**config.mk**
```make
export PLATFORM = sky130hd
export DESIGN_NAME = config_packet_processor
export DESIGN_NICKNAME = d
export VERILOG_FILES = /design/src/cfg_pkt_pkg.sv /design/src/config_packet_processor.sv
export SDC_FILE = /design/constraint.sdc
export NUM_CORES = 1
export LEC_CHECK = 0
export CORE_ASPECT_RATIO = 0.7
export CORE_MARGIN = 2
export CORE_UTILIZATION = 33
export CTS_CLUSTER_DIAMETER = 200
export DETAILED_ROUTE_END_ITERATION = 8
export DONT_BUFFER_PORTS = 1
export HOLD_SLACK_MARGIN = 0.05
export PLACE_DENSITY_LB_ADDON = 0.1
export SYNTH_ARGS = -nofsm -noshare
export SYNTH_HDL_FRONTEND = slang
export SYNTH_HIERARCHICAL = 1
export SYNTH_SLANG_ARGS = --single-unit
```
**constraint.sdc**
```tcl
create_clock -name clk_sys -period 15 [get_ports clk_sys]
set_input_delay 0.75 -clock clk_sys [delete_from_list [all_inputs] [get_ports clk_sys]]
set_output_delay 0.75 -clock clk_sys [all_outputs]
set_load 0.005 [all_outputs]
```
**src/cfg_pkt_pkg.sv**
```systemverilog
// constants and carrier types shared by the configuration packet processor
package cfg_pkt_pkg;

  // stream words
  localparam logic [31:0] SYNC_WORD        = 32'hAA99_5566;
  localparam logic [31:0] IDLE_WORD        = 32'h2000_0000;

  // header field positions
  localparam int          HDR_TYPE_MSB     = 31;
  localparam int          HDR_TYPE_LSB     = 29;
  localparam int          HDR_OP_MSB       = 28;
  localparam int          HDR_OP_LSB       = 27;
  localparam int          HDR_ADDR_MSB     = 17;
  localparam int          HDR_ADDR_LSB     = 13;
  localparam int          HDR_COUNT_MSB    = 10;
  localparam int          HDR_COUNT_LSB    = 0;
  localparam logic [2:0]  PKT_TYPE_1       = 3'h1;
  localparam logic [1:0]  OP_WRITE         = 2'h2;

  // register addresses carried in bits 17:13 of a header
  localparam logic [4:0]  ADDR_FRAME       = 5'h01;
  localparam logic [4:0]  ADDR_COMMAND     = 5'h04;
  localparam logic [4:0]  ADDR_CONTROL_WORD_0        = 5'h05;
  localparam logic [4:0]  ADDR_GATE        = 5'h06;
  localparam logic [4:0]  ADDR_OPT0        = 5'h09;
  localparam logic [4:0]  ADDR_IDENT       = 5'h0C;
  localparam logic [4:0]  ADDR_OPT1        = 5'h0E;
  localparam logic [4:0]  ADDR_WARM_BOOT   = 5'h10;
  localparam logic [4:0]  ADDR_WATCHDOG    = 5'h11;
  localparam logic [4:0]  ADDR_RESERVED    = 5'h13;
  localparam logic [4:0]  ADDR_CONTROL_WORD_1        = 5'h18;

  // command codes in bits 4:0 of the command register
  localparam int          CMD_MSB          = 4;
  localparam logic [4:0]  CMD_NULL         = 5'h00;
  localparam logic [4:0]  CMD_CRC_CLEAR    = 5'h07;
  localparam logic [4:0]  CMD_CLOCK_SWITCH = 5'h09;
  localparam logic [4:0]  CMD_ALIGN_RELEASE = 5'h0D;

  // clock frequency select field of option word 0
  localparam int          FREQ_LSB         = 17;
  localparam int          FREQ_WIDTH       = 6;

  // reset values and crc polynomial
  localparam logic [31:0] REG_RESET        = 32'h0000_0000;
  localparam logic [31:0] CRC_RESET        = 32'hFFFF_FFFF;
  localparam logic [31:0] CRC_POLY         = 32'h04C1_1DB7;
  // arbitrary value, stands in for the part's own identity code
  localparam logic [31:0] DEVICE_ID_DEFAULT = 32'h0A5A_1234;

  // settle time after a clock switch
  localparam int          CLK_PERIOD_NS    = 25;
  localparam int          SWITCH_SETTLE_NS = 200;
  localparam int          SWITCH_SETTLE_CYCLES =
    (SWITCH_SETTLE_NS + CLK_PERIOD_NS - 1) / CLK_PERIOD_NS;

  typedef struct packed {
    logic [2:0]  pkt_type;
    logic [1:0]  opcode;
    logic [4:0]  addr;
    logic [10:0] count;
  } header_type;

  typedef struct packed {
    logic [31:0] fallback_watchdog_value;
    logic [31:0] warm_boot_start_address;
    logic [31:0] command_reg;
    logic [31:0] frame_address;
    logic [31:0] config_option_0;
    logic [31:0] config_option_1;
    logic [31:0] device_identity_check;
    logic [31:0] control_write_gate;
    logic [31:0] control_word_0;
    logic [31:0] control_word_1;
  } cfg_regs_type;

endpackage

```
**src/config_packet_processor.sv**
```systemverilog
// configuration packet processor with its input word fifo
////////////////////////////////////////////////////////////////////////////////
module word_fifo #(
  parameter int WIDTH = 32,
  parameter int DEPTH = 8
) (
  // clock and reset
  input  wire logic             clk_sys,
  input  wire logic             rst_n,
  // filling side
  input  wire logic             in_valid,
  input  wire logic [WIDTH-1:0] in_data,
  output logic                  in_ready,
  // draining side
  output logic                  out_valid,
  output logic [WIDTH-1:0]      out_data,
  input  wire logic             out_ready
);
  localparam int AW = (DEPTH > 1) ? $clog2(DEPTH) : 1;

  logic [WIDTH-1:0] mem [DEPTH];
  logic [AW-1:0]    wr_ptr_reg;
  logic [AW-1:0]    rd_ptr_reg;
  logic [AW:0]      count_reg;
  logic [AW:0]      count_next;
  logic             push;
  logic             pop;

  assign push       = in_valid && in_ready;
  assign pop        = out_valid && out_ready;
  assign out_valid  = (count_reg != '0);
  assign out_data   = mem[rd_ptr_reg];

  always_comb begin
    count_next = count_reg;
    if (push && !pop) begin
      count_next = count_reg + 1'b1;
    end else if (pop && !push) begin
      count_next = count_reg - 1'b1;
    end
  end

  always_ff @(posedge clk_sys) begin
    if (push) begin
      mem[wr_ptr_reg] <= in_data;
    end
  end

  always_ff @(posedge clk_sys or negedge rst_n) begin
    if (!rst_n) begin
      wr_ptr_reg <= '0;
      rd_ptr_reg <= '0;
      count_reg  <= '0;
      in_ready   <= 1'b1;
    end else begin
      if (push) begin
        wr_ptr_reg <= (wr_ptr_reg == AW'(DEPTH - 1)) ? '0 : wr_ptr_reg + 1'b1;
      end
      if (pop) begin
        rd_ptr_reg <= (rd_ptr_reg == AW'(DEPTH - 1)) ? '0 : rd_ptr_reg + 1'b1;
      end
      count_reg <= count_next;
      // registered so the top-level ready comes straight from a flop
      in_ready  <= (count_next != (AW + 1)'(DEPTH));
    end
  end
endmodule

////////////////////////////////////////////////////////////////////////////////
// Function
// - after alignment every 32-bit word is a packet or part of one
// - ignore everything until AA995566 arrives; then word boundary is locked
// - 20000000 is an idle word with no effect
// - 30008001 writes command; 30022001 writes fallback watchdog value
// - 30020001 writes warm-boot address; 30002001 writes frame address
// - 30012001 writes option word 0; 3001C001 writes option word 1
// - 30018001 writes identity check; 3000C001 writes control write gate
// - 3000A001 writes control word 0; 30030001 writes control word 1
// - 30026001 and its payload are accepted with no effect
// - fallback watchdog value holds a 32-bit count
// - warm-boot address holds the 32-bit next image address
// - command code sits in bits 4:0; code 00000 changes nothing
// - code 00111 clears running crc; later words fall in coverage
// - code 01001 switches config clock to option word 0 frequency
// - identity value differing from own code flags a configuration error
// - control word writes change only bits enabled by the gate register
// - option word 0 holds clock source, frequency and start-up settings
// - option word 1 holds flash page mode and similar options
// - control word 0 holds fallback and readback control options
// - control word 1 is reserved; writes of zero have no effect; here writes pass the gate, so zero clears gated bits
// - code 01101 clears alignment; wait for a fresh alignment word
module config_packet_processor #(
  parameter logic [31:0] DEVICE_ID  = cfg_pkt_pkg::DEVICE_ID_DEFAULT,
  parameter int          FIFO_DEPTH = 8
) (
  // clock and reset
  input  wire logic                      clk_sys,
  input  wire logic                      rst_n,
  input  wire logic                      reprogram_req,
  // incoming configuration words
  input  wire logic                      word_valid,
  input  wire logic [31:0]               word_data,
  output logic                           word_ready,
  // register contents
  output cfg_pkt_pkg::cfg_regs_type      cfg_regs,
  // status and events
  output logic                           word_aligned_flag,
  output logic                           config_error,
  output logic                           crc_covering,
  output logic [31:0]                    crc_value,
  output logic                           crc_clear_pulse,
  output logic                           clock_switch_pulse,
  output logic [cfg_pkt_pkg::FREQ_WIDTH-1:0] config_clock_select
);

  typedef enum logic [2:0] {
    ST_HUNT    = 3'b001,
    ST_HEADER  = 3'b010,
    ST_PAYLOAD = 3'b100
  } state_type;

  localparam int SETTLE_W = $clog2(cfg_pkt_pkg::SWITCH_SETTLE_CYCLES + 1);

  state_type                 state_reg;
  logic [4:0]                addr_reg;
  logic [10:0]               remain_reg;
  logic                      write_ok_reg;
  logic [SETTLE_W-1:0]       settle_reg;
  logic                      fifo_valid;
  logic [31:0]               fifo_data;
  logic                      fifo_ready;
  logic                      take;
  logic                      pay_take;
  cfg_pkt_pkg::header_type   hdr;
  logic [4:0]                cmd_code;

  //////////////////////////////////////////////////////////////////////////////
  // decoding helpers

  function automatic cfg_pkt_pkg::header_type split_header(input logic [31:0] w);
    cfg_pkt_pkg::header_type h;
    h.pkt_type = w[cfg_pkt_pkg::HDR_TYPE_MSB:cfg_pkt_pkg::HDR_TYPE_LSB];
    h.opcode   = w[cfg_pkt_pkg::HDR_OP_MSB:cfg_pkt_pkg::HDR_OP_LSB];
    h.addr     = w[cfg_pkt_pkg::HDR_ADDR_MSB:cfg_pkt_pkg::HDR_ADDR_LSB];
    h.count    = w[cfg_pkt_pkg::HDR_COUNT_MSB:cfg_pkt_pkg::HDR_COUNT_LSB];
    return h;
  endfunction

  function automatic logic [31:0] gated(input logic [31:0] old_val,
                                        input logic [31:0] new_val,
                                        input logic [31:0] gate);
    return (old_val & ~gate) | (new_val & gate);
  endfunction

  function automatic logic [31:0] crc_step(input logic [31:0] crc,
                                           input logic [31:0] w);
    logic [31:0] c;
    c = crc;
    for (int i = 31; i >= 0; i--) begin
      c = (c[31] ^ w[i]) ? ((c << 1) ^ cfg_pkt_pkg::CRC_POLY) : (c << 1);
    end
    return c;
  endfunction

  //////////////////////////////////////////////////////////////////////////////
  // input buffer; a clock switch stalls draining so back-pressure reaches the source

  word_fifo #(
    .WIDTH (32),
    .DEPTH (FIFO_DEPTH)
  ) u_fifo (
    .clk_sys   (clk_sys),
    .rst_n     (rst_n),
    .in_valid  (word_valid),
    .in_data   (word_data),
    .in_ready  (word_ready),
    .out_valid (fifo_valid),
    .out_data  (fifo_data),
    .out_ready (fifo_ready)
  );

  assign fifo_ready = (settle_reg == '0);
  assign take       = fifo_valid && fifo_ready;
  assign hdr        = split_header(fifo_data);
  assign pay_take   = take && (state_reg == ST_PAYLOAD) && write_ok_reg;
  assign cmd_code   = fifo_data[cfg_pkt_pkg::CMD_MSB:0];

  //////////////////////////////////////////////////////////////////////////////
  // packet state machine

  always_ff @(posedge clk_sys or negedge rst_n) begin
    if (!rst_n) begin
      state_reg    <= ST_HUNT;
      addr_reg     <= '0;
      remain_reg   <= '0;
      write_ok_reg <= 1'b0;
    end else if (reprogram_req) begin
      state_reg    <= ST_HUNT;
      remain_reg   <= '0;
      write_ok_reg <= 1'b0;
    end else if (take) begin
      unique case (state_reg)
        ST_HUNT: begin
          // pad, width-detect and idle words all fall through here unseen
          if (fifo_data == cfg_pkt_pkg::SYNC_WORD) begin
            state_reg <= ST_HEADER;
          end
        end
        ST_HEADER: begin
          // type 1 with a non-zero count opens a payload; idle words leave us here
          if (hdr.pkt_type == cfg_pkt_pkg::PKT_TYPE_1 && hdr.count != '0) begin
            state_reg    <= ST_PAYLOAD;
            addr_reg     <= hdr.addr;
            remain_reg   <= hdr.count;
            write_ok_reg <= (hdr.opcode == cfg_pkt_pkg::OP_WRITE);
          end
        end
        ST_PAYLOAD: begin
          if (write_ok_reg && addr_reg == cfg_pkt_pkg::ADDR_COMMAND &&
              cmd_code == cfg_pkt_pkg::CMD_ALIGN_RELEASE) begin
            state_reg  <= ST_HUNT;
            remain_reg <= '0;
          end else if (remain_reg == 11'd1) begin
            state_reg  <= ST_HEADER;
            remain_reg <= '0;
          end else begin
            remain_reg <= remain_reg - 11'd1;
          end
        end
      endcase
    end
  end

  always_ff @(posedge clk_sys or negedge rst_n) begin
    if (!rst_n) begin
      word_aligned_flag <= 1'b0;
    end else begin
      word_aligned_flag <= !reprogram_req &&
        ((state_reg != ST_HUNT) || (take && fifo_data == cfg_pkt_pkg::SYNC_WORD)) &&
        !(pay_take && addr_reg == cfg_pkt_pkg::ADDR_COMMAND &&
          cmd_code == cfg_pkt_pkg::CMD_ALIGN_RELEASE);
    end
  end

  //////////////////////////////////////////////////////////////////////////////
  // configuration registers

  always_ff @(posedge clk_sys or negedge rst_n) begin
    if (!rst_n) begin
      cfg_regs <= {10{cfg_pkt_pkg::REG_RESET}};
    end else if (reprogram_req) begin
      cfg_regs <= {10{cfg_pkt_pkg::REG_RESET}};
    end else if (pay_take) begin
      unique case (addr_reg)
        cfg_pkt_pkg::ADDR_WATCHDOG:  cfg_regs.fallback_watchdog_value <= fifo_data;
        cfg_pkt_pkg::ADDR_WARM_BOOT: cfg_regs.warm_boot_start_address <= fifo_data;
        cfg_pkt_pkg::ADDR_COMMAND:   cfg_regs.command_reg             <= fifo_data;
        cfg_pkt_pkg::ADDR_FRAME:     cfg_regs.frame_address           <= fifo_data;
        cfg_pkt_pkg::ADDR_OPT0:      cfg_regs.config_option_0         <= fifo_data;
        cfg_pkt_pkg::ADDR_OPT1:      cfg_regs.config_option_1         <= fifo_data;
        cfg_pkt_pkg::ADDR_IDENT:     cfg_regs.device_identity_check   <= fifo_data;
        cfg_pkt_pkg::ADDR_GATE:      cfg_regs.control_write_gate      <= fifo_data;
        cfg_pkt_pkg::ADDR_CONTROL_WORD_0: begin
          cfg_regs.control_word_0 <= gated(cfg_regs.control_word_0, fifo_data,
                                           cfg_regs.control_write_gate);
        end
        cfg_pkt_pkg::ADDR_CONTROL_WORD_1: begin
          cfg_regs.control_word_1 <= gated(cfg_regs.control_word_1, fifo_data,
                                           cfg_regs.control_write_gate);
        end
        // reserved and unknown addresses swallow the payload
        default: ;
      endcase
    end
  end

  //////////////////////////////////////////////////////////////////////////////
  // identity check; sticky until reset, or until a reprogram with no mismatching identity write in the same cycle

  always_ff @(posedge clk_sys or negedge rst_n) begin
    if (!rst_n) begin
      config_error <= 1'b0;
    end else if (pay_take && addr_reg == cfg_pkt_pkg::ADDR_IDENT &&
                 fifo_data != DEVICE_ID) begin
      config_error <= 1'b1;
    end else if (reprogram_req) begin
      config_error <= 1'b0;
    end
  end

  //////////////////////////////////////////////////////////////////////////////
  // running crc; coverage starts with the word after the clear command

  always_ff @(posedge clk_sys or negedge rst_n) begin
    if (!rst_n) begin
      crc_value       <= cfg_pkt_pkg::CRC_RESET;
      crc_covering    <= 1'b0;
      crc_clear_pulse <= 1'b0;
    end else if (reprogram_req) begin
      crc_value       <= cfg_pkt_pkg::CRC_RESET;
      crc_covering    <= 1'b0;
      crc_clear_pulse <= 1'b0;
    end else begin
      crc_clear_pulse <= 1'b0;
      if (pay_take && addr_reg == cfg_pkt_pkg::ADDR_COMMAND &&
          cmd_code == cfg_pkt_pkg::CMD_CRC_CLEAR) begin
        crc_value       <= cfg_pkt_pkg::CRC_RESET;
        crc_covering    <= 1'b1;
        crc_clear_pulse <= 1'b1;
      end else if (take && crc_covering && state_reg != ST_HUNT) begin
        crc_value <= crc_step(crc_value, fifo_data);
      end
    end
  end

  //////////////////////////////////////////////////////////////////////////////
  // clock switch; the stream is held while the new clock settles

  always_ff @(posedge clk_sys or negedge rst_n) begin
    if (!rst_n) begin
      config_clock_select <= '0;
      clock_switch_pulse  <= 1'b0;
      settle_reg          <= '0;
    end else begin
      clock_switch_pulse <= 1'b0;
      if (pay_take && addr_reg == cfg_pkt_pkg::ADDR_COMMAND &&
          cmd_code == cfg_pkt_pkg::CMD_CLOCK_SWITCH) begin
        config_clock_select <= cfg_regs.config_option_0[
          cfg_pkt_pkg::FREQ_LSB +: cfg_pkt_pkg::FREQ_WIDTH];
        clock_switch_pulse  <= 1'b1;
        settle_reg          <= SETTLE_W'(cfg_pkt_pkg::SWITCH_SETTLE_CYCLES);
      end else if (settle_reg != '0) begin
        settle_reg <= settle_reg - 1'b1;
      end
    end
  end

endmodule

```
Yosys cells after proc, flatten, opt, wreduce, memory -nomap -nowiden:

Memory sizes are Yosys's and may differ from the RTL's.
Cells that the tools add are included.

* bits in registers: 398
* RAM bits: 256
* bits of input ports: 36
* output and inout port bits: 364
* word-level logic and storage cells: 273
* memories: 1

Memory list
* u_fifo.mem: words 8, bits a word 32, rd ports 1, clocked after Yosys merged registers in 0, wr ports 1, RTL line config_packet_processor.sv:21 `logic [WIDTH-1:0] mem [DEPTH];`

* $add $sub $neg: 6
* equality and inequality tests: 28
* mux-type cells: 79
* bitwise gates (word level): 71
* reductions and logical operators: 62

Operators with widths (number)
* two-way mux 27 bit: 32
* two-way mux 320 bit: 2
* inverter 14 bit: 32
* two-way mux 32 bit: 13
* bitwise AND 32 bit: 3
* OR 32 bit: 2
* two-way mux 11 bit: 5
* nonzero test 2 bit: 17
* == test 32 bit (second input constant): 1
* != test 32 x 28 -> 1 bit (second input constant): 1
* inverter 32 bit: 1
* bitwise XOR 1 bit: 32
* == test 5 x 4 -> 1 bit (second input constant): 5
* two-way mux 3 bit: 8
* one-hot mux 11 bit (2 select lines): 1
* == test 5 x 3 -> 1 bit (second input constant): 4
* logical AND 1 bit: 20
* AND reduction 2 bit: 10
* two-way mux 4 bit: 4
* == test 5 bit (second input constant): 3
* two-way mux 1 bit: 13
* == test 11 x 1 -> 1 bit (second input constant): 1
* nonzero test 11 bit: 1
* subtractor 11 x 1 -> 11 bit (second input constant): 1
* other kinds (21): 34

Longest topological paths before layout:

Gate-level depths: netlist (run 1).
An unclocked memory read counts as a cell.

* depth in word-level cells: 68
* gate-level depth with buffers: 16
* depth with buffers taken out: 13

Hierarchy:

Netlist (run 1), hierarchy kept.

Modules (own cells, without submodules)
* config_packet_processor: times used 1, cells an instance 2094, area each 19374.8 sq um, sequential area each 9725.6 sq um
* word_fifo: times used 1, cells an instance 443, area each 10281.1 sq um, sequential area each 7963.9 sq um

Least setup slack after synthesis (run 1):

OpenSTA, ideal clock, no wires.

* path type: reg-to-reg
* from: register u_fifo.rd_ptr_reg[0]
* to: register crc_value[7]
* library setup time: 75 ps
* arrival: 5155 ps
* required time: 14925 ps
* slack: 9770 ps
* cell stages (with the launch flop): 15
* path buffers: 2
* clock period less this slack: 5230 ps
* cells stage by stage: dfrtp_1 buf_1 buf_4 mux4_2 mux2_2 xnor2_4 xnor3_2 xor2_4 xnor2_4 xnor3_2 xnor3_4 xor2_4 xnor3_1 xor2_1 a2bb2oi_1

* longest elaborated chain between the ends: 45
* elaborated cells between the ends (all ways): 97
* those cells by class: eq/ne: 1; mux: 35; bitwise: 58; reduce/logical: 2; memory: 1

Ends and longest elaborated chain
* start: declaration: RTL line config_packet_processor.sv:23 `logic [AW-1:0] rd_ptr_reg;`
* start signal: assignment: RTL line config_packet_processor.sv:60 `rd_ptr_reg <= (rd_ptr_reg == AW'(DEPTH - 1)) ? '0 : rd_ptr_reg + 1'b1;`
* memory read (8 x 32 bit) *
* via fifo_data[31]: RTL line config_packet_processor.sv:130 `logic [31:0] fifo_data;`
* bitwise XOR 1 bit *: RTL line config_packet_processor.sv:160 `c = (c[31] ^ w[i]) ? ((c << 1) ^ cfg_pkt_pkg::CRC_POLY) : (c << 1);`
* two-way mux 27 bit *: RTL line config_packet_processor.sv:160
* two-way mux 27 bit / inverter 14 bit (equally long branches)
* inverter 14 bit (no line) / two-way mux 27 bit (equally long branches)
* two-way mux 27 bit: RTL line config_packet_processor.sv:160
* inverter 14 bit (no line)
* [30 not listed]
* inverter 14 bit (no line) / two-way mux 27 bit (equally long branches)
* two-way mux 27 bit / inverter 14 bit (equally long branches)
* two-way mux 27 bit: RTL line config_packet_processor.sv:160
* inverter 14 bit (no line) / bitwise XOR 1 bit (equally long branches)
* two-way mux 27 bit *: RTL line config_packet_processor.sv:160
* two-way mux 32 bit *: RTL line config_packet_processor.sv:310 `end else if (take && crc_covering && state_reg != ST_HUNT) begin`
* two-way mux 32 bit *: RTL line config_packet_processor.sv:305 `if (pay_take && addr_reg == cfg_pkt_pkg::ADDR_COMMAND &&`
* two-way mux 32 bit *: RTL line config_packet_processor.sv:299 `end else if (reprogram_req) begin`
* end signal: assignment: RTL line config_packet_processor.sv:300 `crc_value <= cfg_pkt_pkg::CRC_RESET;`
* end signal: assignment: RTL line config_packet_processor.sv:307 `crc_value <= cfg_pkt_pkg::CRC_RESET;`
* end signal: assignment: RTL line config_packet_processor.sv:311 `crc_value <= crc_step(crc_value, fifo_data);`
* end: declaration: RTL line config_packet_processor.sv:110 `output logic [31:0] crc_value,`

The timed path passes the listed nets; every way through them passes the cells marked *. The select of a mux whose other input is x is not followed.
A chain may end at the register's enable or synchronous reset.

Worst setup path after layout (run 1):

* from: register u_fifo.rd_ptr_reg[0]
* to: register crc_value[14]

* elaborated cells between the ends (all ways): 96
* those cells by class: eq/ne: 1; mux: 35; bitwise: 57; reduce/logical: 2; memory: 1

RTL lines (RTL line)
* memory read (8 x 32 bit) *
* via fifo_data[26]: config_packet_processor.sv:130
* bitwise XOR 1 bit *: config_packet_processor.sv:160
* two-way mux 27 bit *: config_packet_processor.sv:160
* two-way mux 27 bit (5 in series): config_packet_processor.sv:160
* inverter 14 bit (no line)
* two-way mux 27 bit: config_packet_processor.sv:160
* inverter 14 bit (no line)
* [16 not listed]
* two-way mux 27 bit: config_packet_processor.sv:160
* inverter 14 bit (no line)
* two-way mux 27 bit: config_packet_processor.sv:160
* inverter 14 bit (no line)
* two-way mux 27 bit * (3 in series): config_packet_processor.sv:160
* two-way mux 32 bit *: config_packet_processor.sv:310
* two-way mux 32 bit *: config_packet_processor.sv:305
* two-way mux 32 bit *: config_packet_processor.sv:299

Marked as above.

==> summary.txt, run 1 <==
Run status
  • Status: finished clean

Final layout
  • Fillers: 8477
  • Proportion of layout cells with a drive suffix above 1: 13.6%
  • Util after Layout: 37.4%
  • ANT cells: 0
  • Register with the most flip-flops: cfg_regs
  • Max FFs per register: 320
  • Area Growth Syn to Fin: 11.9%
  • Nets: 2520
  • Top Registers: cfg_regs x320, u_fifo/mem x256, crc_value x32
  • Final Cell Area: 0.0332 sq mm

Yosys
  • Yosys top cell by area: dfrtp_1
  • Unique cell type count in the Yosys netlist: 65
  • Seq/Total Area, Yosys: 59.6%
  • Ys async rst share: 60.9%
  • Syn nets: 2583
  • Top_reg_cell synth: dfrtp_1
  • Synth top area cells: dfrtp_1 (31%), edfxtp_1 (26%), nand2_1 (8.7%)
  • Warnings, synthesis: 6
  • Post-synth EDFFs: 256
  • Synth Instances: 2537
  • Avg Cell Area, Syn: 11.7 sq um
  • Register bit count reported by yosys: 654
  • Yosys top cell area share: 30.7%
  • Mapped Area: 0.0297 sq mm

Drt
  • 1st-pass router iterations: 6
  • DRC viols: 0
  • Final wirelength: 105000 microns
  • Initial DRC Count: 1961
  • DR vias: 19500
  • Vias per cell: 5.28
  • Drt wl/cell: 28.6 microns
  • Antenna-violating nets left: 0

Die
  • Die boundary height: 255 microns
  • Core footprint: 0.0886 sq mm
  • # rows: 91
  • Die width: 362 microns
  • Die area: 0.0923 sq mm
  • Ports: 400
  • Initial core utilization: 33.5%

STA
  • Final setup TNS: 0 ns
  • Worst Skew: 0.0336 ns
  • Final setup fails: 0
  • Setup WS post-layout: 8.67 ns
  • Fmax: 158 MHz
  • Hold Violations, Final: 0
  • Final period utilization: 42.2%
  • RSZ-0062 raised after global routing: false
  • Slew Viols, Final: 0
  • Period minus WS final: 6.33 ns
  • Slew headroom: 4.20%
  • Slew @ Worst Pin: 1.44 ns

Clock tree
  • Clock Sinks: 654
  • TritonCTS buffer count: 71
  • TritonCTS clock tree: done
  • H-tree lvl count: 3
  • CTS resizes: 0
  • Clk slew on worst S/H paths: 0.06 ns
  • Clk buf depth: 3
  • Clk root buf: clkbuf_16
  • Clk Latency, worst-skew pair: 0.64 ns

Setup path
  • Crit path max-delay cell type: dfrtp_4
  • Max incr delay on CP: 1.02 ns
  • Crit path cell chain: buf_4, mux4_2, mux2_2, xor2_2, xnor3_1, xnor3_1, xnor3_1, xnor3_2, xor2_4, xnor3_1, xnor2_2, xnor2_1, a2bb2oi_1
  • Max FO, Critical Path: 44
  • Crit end category: flop
  • Critical path arrival: 6.89 ns
  • Critical path type: flop to flop
  • Worst Path Required: 15.56 ns
  • Critical Path Source Type: flop
  • WP buf/inv: 1
  • Critical Path Most Common Cell: xnor3_1
  • Top delay family on crit path: XOR/XNOR gates

Global routing
  • First-pass GRT wire length: 147000 microns
  • Initial antenna violation count: 5
  • Vias in the first global route: 19200
  • GRT overflow: 0
  • Largest net degree at the start of global routing: 397
  • GRT Resource Usage Total: 22.4%

Placement
  • Post-Place Setup Slack: 8.58 ns
  • Post-DP HPWL: 67600 microns
  • Post-DP Area: 0.0308 sq mm
  • RePlAce Congestion: 0.881
  • Number of port buffers: 0

Job
  • Max_cap viols: 0

Hold path
  • Hold Path Class: primary input to flop
[final cells by class]
type                       instances  area [sq um]  area share (%)
tap                             1162          1450            4.38
sequential                       654         17700            53.3
clock inverter                    27           289           0.871
multi-input combinational       1694         11300            34.2
inverter                          16          60.1           0.181
timing repair buffer              37           363            1.09
clock buffer                      99          1960            5.92
[Yosys cell counts, types with 4 or more instances]
master / number
nor2_1: 43
xnor2_4: 5
mux2_2: 42
dfrtp_1: 364
xnor2_1: 164
a31oi_1: 5
mux4_2: 64
clkbuf_1: 162
xor2_1: 50
ha_1: 10
nor3_1: 16
o21ai_0: 23
xnor3_2: 5
buf_1: 6
xnor3_1: 29
or2_2: 6
nor4b_1: 5
buf_4: 4
xnor2_2: 18
and3_1: 5
nor2b_1: 4
a22oi_1: 8
edfxtp_1: 256
o31ai_1: 5
nor4_1: 9
nand3b_1: 4
nand4b_1: 4
dfstp_2: 34
o211ai_1: 12
nand2_1: 688
inv_1: 14
a2bb2oi_1: 9
nand3_1: 70
nand4_1: 4
a21oi_1: 329
nand2b_1: 13
[layout by cell type (no fill, tap or decap), types with 6 or more instances in the layout]
| cell type | count |
|---|---|
| nor2_1 | 34 |
| xnor2_2 | 18 |
| mux2_2 | 42 |
| o211ai_1 | 12 |
| o21ai_0 | 23 |
| edfxtp_1 | 256 |
| nand3_1 | 70 |
| inv_1 | 14 |
| clkbuf_1 | 21 |
| clkbuf_8 | 6 |
| a21oi_1 | 329 |
| ha_1 | 10 |
| dfrtp_1 | 362 |
| buf_4 | 31 |
| xor2_1 | 50 |
| or2_2 | 6 |
| xnor2_1 | 164 |
| nor3_1 | 12 |
| a22oi_1 | 8 |
| a2bb2oi_1 | 9 |
| clkbuf_16 | 72 |
| nand2b_1 | 11 |
| clkinv_1 | 6 |
| nor2_4 | 6 |
| nand2_1 | 688 |
| dfstp_2 | 34 |
| clkinv_2 | 10 |
| xnor3_1 | 29 |
| mux4_2 | 64 |
[path summary, 6_finish.rpt]
check	start	slack (ns)	depth (start not counted)	end
hold reg to reg	u_fifo/count_reg[3]	0.52	1	u_fifo/count_reg[3]
setup reg to reg	u_fifo/rd_ptr_reg[0]	8.67	13	crc_value[14]
max in group asynchronous	rst_n	12.05	5	u_fifo/rd_ptr_reg[0]
min in group asynchronous	rst_n	0.65	2	crc_covering
hold / removal	word_data[5]	0.21	0	u_fifo/mem[0][5]
setup / recovery	u_fifo/rd_ptr_reg[0]	8.67	13	crc_value[14]
[stage by stage]
step           hold WS [ns]  cells
6_report              0.205   3689
5_1_grt               0.167   3689
4_1_cts               0.156   3685
3_5_place_dp          0.467   3557
3_3_place_gp          0.468   3557
2_1_floorplan         0.454   2537
[metal layers]
metal  vias up  track usage, %  routed length, microns
met1     10000            31.2                   46200
li1       8609               -                       -
met4         0            5.39                    2350
met3       123            7.99                   10600
met5         -               0                       0
met2       748            33.2                   46200
[timing repair]
item,in CTS,in global routing
hold endpoints to repair,396,1
buffers inserted,0,0
hold buffers,2,1
[cells by family (layout without fill, tap and decap cells)]
family,count (synthesis),in the layout,synth area share [%]
compound gates,406,406,7.38
xor+xnor,280,280,11.1
fa+ha+maj,10,10,0.422
buf+inv,189,179,2.45
flops,654,654,59.6
mux,111,111,6.63
simple gates,887,887,12.4
Power of run 1 is left out: the tool's default activity adds up to more than one toggle a clock period on the data nets, which glitch-free logic cannot reach.
==> run 2, diff against run 1 <==
==> constraint.sdc (replaced) <==
create_clock -name clk_sys -period 6 [get_ports clk_sys]
set_input_delay 0.3 -clock clk_sys [delete_from_list [all_inputs] [get_ports clk_sys]]
set_output_delay 0.3 -clock clk_sys [all_outputs]
set_load 0.005 [all_outputs]
==> summary.txt, run 2 (synthesized netlist as in run 1, its figures left out) <==
Final layout
  • Most frequent cells in the layout: nand2_1 (688), dfrtp_1 (362), a21oi_1 (329) (unchanged)
  • Proportion of layout cells with a drive suffix above 1: 15.5% (was 13.6%)
  • Top Registers: cfg_regs x320, u_fifo/mem x256, crc_value x32 (unchanged)
  • Register with the most flip-flops: cfg_regs (unchanged)
  • Nets: 2599 (was 2520)
  • Area Growth Syn to Fin: 14.6% (was 11.9%)
  • Final Cell Area: 0.0340 sq mm (was 0.0332 sq mm)
  • Most common cell after layout, fill and taps aside: nand2_1 (unchanged)
  • Max FFs per register: 320 (unchanged)

Setup path
  • R2r setup slk: 0.65 ns (was 8.67 ns)
  • Worst setup path startpoint: u_fifo/rd_ptr_reg[0] (unchanged)
  • Critical Path Source Type: flop (unchanged)
  • Worst Setup EP: crc_value[7] (was crc_value[14])
  • Max FO, Critical Path: 17 (was 44)
  • RR Endpoint: crc_value[7] (was crc_value[14])
  • R2R cell count: 13 (unchanged)
  • Crit path cell chain: buf_4, mux4_2, mux2_2, xnor2_2, xor2_1, xnor2_2, xnor2_1, xnor3_2, xnor3_4, xor2_4, xnor3_1, xor2_1, a2bb2oi_1 (was buf_4, mux4_2, mux2_2, xor2_2, xnor3_1, xnor3_1, xnor3_1, xnor3_2, xor2_4, xnor3_1, xnor2_2, xnor2_1, a2bb2oi_1)
  • Worst Path Required: 6.54 ns (was 15.56 ns)
  • Crit end category: flop (unchanged)
  • Launch point of the worst reg-to-reg path: u_fifo/rd_ptr_reg[0] (unchanged)
  • Critical path arrival: 5.89 ns (was 6.89 ns)
  • Max incr delay on CP: 0.66 ns (was 1.02 ns)
  • Critical path type: flop to flop (unchanged)
  • Crit path max-delay cell type: dfrtp_4 (unchanged)

Clock tree
  • TritonCTS clock tree: done (unchanged)
  • Clk root buf: clkbuf_16 (unchanged)
  • CTS resizes: 0 (unchanged)
  • Clk buf depth: 3 (unchanged)
  • Setup Buffers After CTS: 0 (unchanged)
  • TritonCTS buffer count: 70 (was 71)
  • H-tree lvl count: 3 (unchanged)
  • Post-cts hold buffer count: 35 (was 2)
  • Clk slew on worst S/H paths: 0.06 ns (about the same)
  • Clock Sinks: 654 (unchanged)
  • Clk Latency, worst-skew pair: 0.63 ns (was 0.64 ns)

Die
  • Initial core utilization: 33.5% (unchanged)
  • Ports: 400 (unchanged)
  • Core footprint: 0.0886 sq mm (unchanged)
  • Die width: 362 microns (unchanged)
  • # rows: 91 (unchanged)
  • Die boundary height: 255 microns (unchanged)
  • Die area: 0.0923 sq mm (unchanged)

STA
  • Final setup fails: 0 (unchanged)
  • RSZ-0062 raised after global routing: false (unchanged)
  • Slew Viols, Final: 231 (was 0)
  • Final period utilization: 89.1% (was 42.2%)
  • Hold Violations, Final: 397 (was 0)
  • Slew @ Worst Pin: 2.06 ns (was 1.44 ns)
  • Slew headroom: -37.4% (was 4.20%)
  • Period minus WS final: 5.35 ns (was 6.33 ns)
  • Final setup TNS: 0 ns (unchanged)
  • Final hold slack: -0.612 ns (was 0.205 ns)
  • Fmax: 187 MHz (was 158 MHz)
  • Setup WS post-layout: 0.651 ns (was 8.67 ns)
  • Worst Skew: 0.0223 ns (was 0.0336 ns)

Drt
  • DR vias: 20000 (was 19500)
  • Initial DRC Count: 2037 (was 1961)
  • DRC viols: 0 (unchanged)
  • Vias per cell: 5.30 (was 5.28)
  • Antenna-violating nets left: 0 (unchanged)
  • Drt wl/cell: 28.1 microns (was 28.6 microns)
  • 1st-pass router iterations: 5 (was 6)
  • Final wirelength: 106000 microns (was 105000 microns)

Placement
  • Post-DP Area: 0.0312 sq mm (was 0.0308 sq mm)
  • Number of port buffers: 0 (unchanged)
  • RePlAce Congestion: 0.875 (was 0.881)
  • Post-Place Setup Slack: 0.649 ns (was 8.58 ns)
  • Post-DP HPWL: 69900 microns (was 67600 microns)

Global routing
  • First-pass GRT wire length: 150000 microns (was 147000 microns)
  • Largest net degree at the start of global routing: 399 (was 397)
  • GRT Resource Usage Total: 22.5% (was 22.4%)
  • Initial antenna violation count: 12 (was 5)
  • Vias in the first global route: 19300 (was 19200)
  • GRT overflow: 0 (unchanged)

Hold path
  • Hold Path Class: primary input to asynchronous set/reset pin (was primary input to flop)

Run status
  • Status: finished with violations (was finished clean)
  • Failing checks: negative hold slack, max-slew violations

Job
  • Max_cap viols: 0 (unchanged)
==> run 2: worst min path at each step <==
stage | cells past startpoint | to | slack (ns)
global route | 0 | crc_covering | -0.66
finish | 0 | crc_covering | -0.61
CTS | 0 | crc_covering | -0.66
detailed placement | 0 | crc_covering | 0.03
floorplan | 0 | addr_reg[0] | 0.004
global placement | 0 | crc_covering | 0.02
==> run 2: per-stage QoR <==
stage	util, %	hold slack, ns	std cells
floorplan	-	0.00441	2537
global placement	35.2	0.0231	3607
detailed placement	35.2	0.0266	3607
CTS	38.3	-0.658	3769
global route	38.4	-0.663	3771
finish	38.4	-0.612	3777
==> run 2: final cells by class <==
| class | count | area (sq um) |
|---|---|---|
| Antenna cell | 7 | 17.5 |
| Clock buffer | 96 | 2020 |
| Clock inverter | 31 | 350 |
| Fill cell | 8523 | 54600 |
| Inverter | 16 | 60.1 |
| Multi-Input combinational cell | 1694 | 11300 |
| Sequential cell | 654 | 17700 |
| Tap cell | 1162 | 1450 |
| Timing Repair Buffer | 117 | 1040 |
==> run 2: routing by layer <==
layer	track usage, %	share of wire [%]
met2	33.9	45
met3	5.27	7.3
met4	4.65	1.7
met1	33.3	46
met5	0	0.024
==> run 2: critical path: cells and delay by family (launching register included) <==
family | cells | cell delay [ns]
AOI/OAI and AO/OA | 1 | 0.16
xor gates and xnor gates | 9 | 3.31
buffers and inverters | 1 | 0.29
DFF | 1 | 0.66
muxes | 2 | 0.83
Power of run 2 is left out for the same reason.
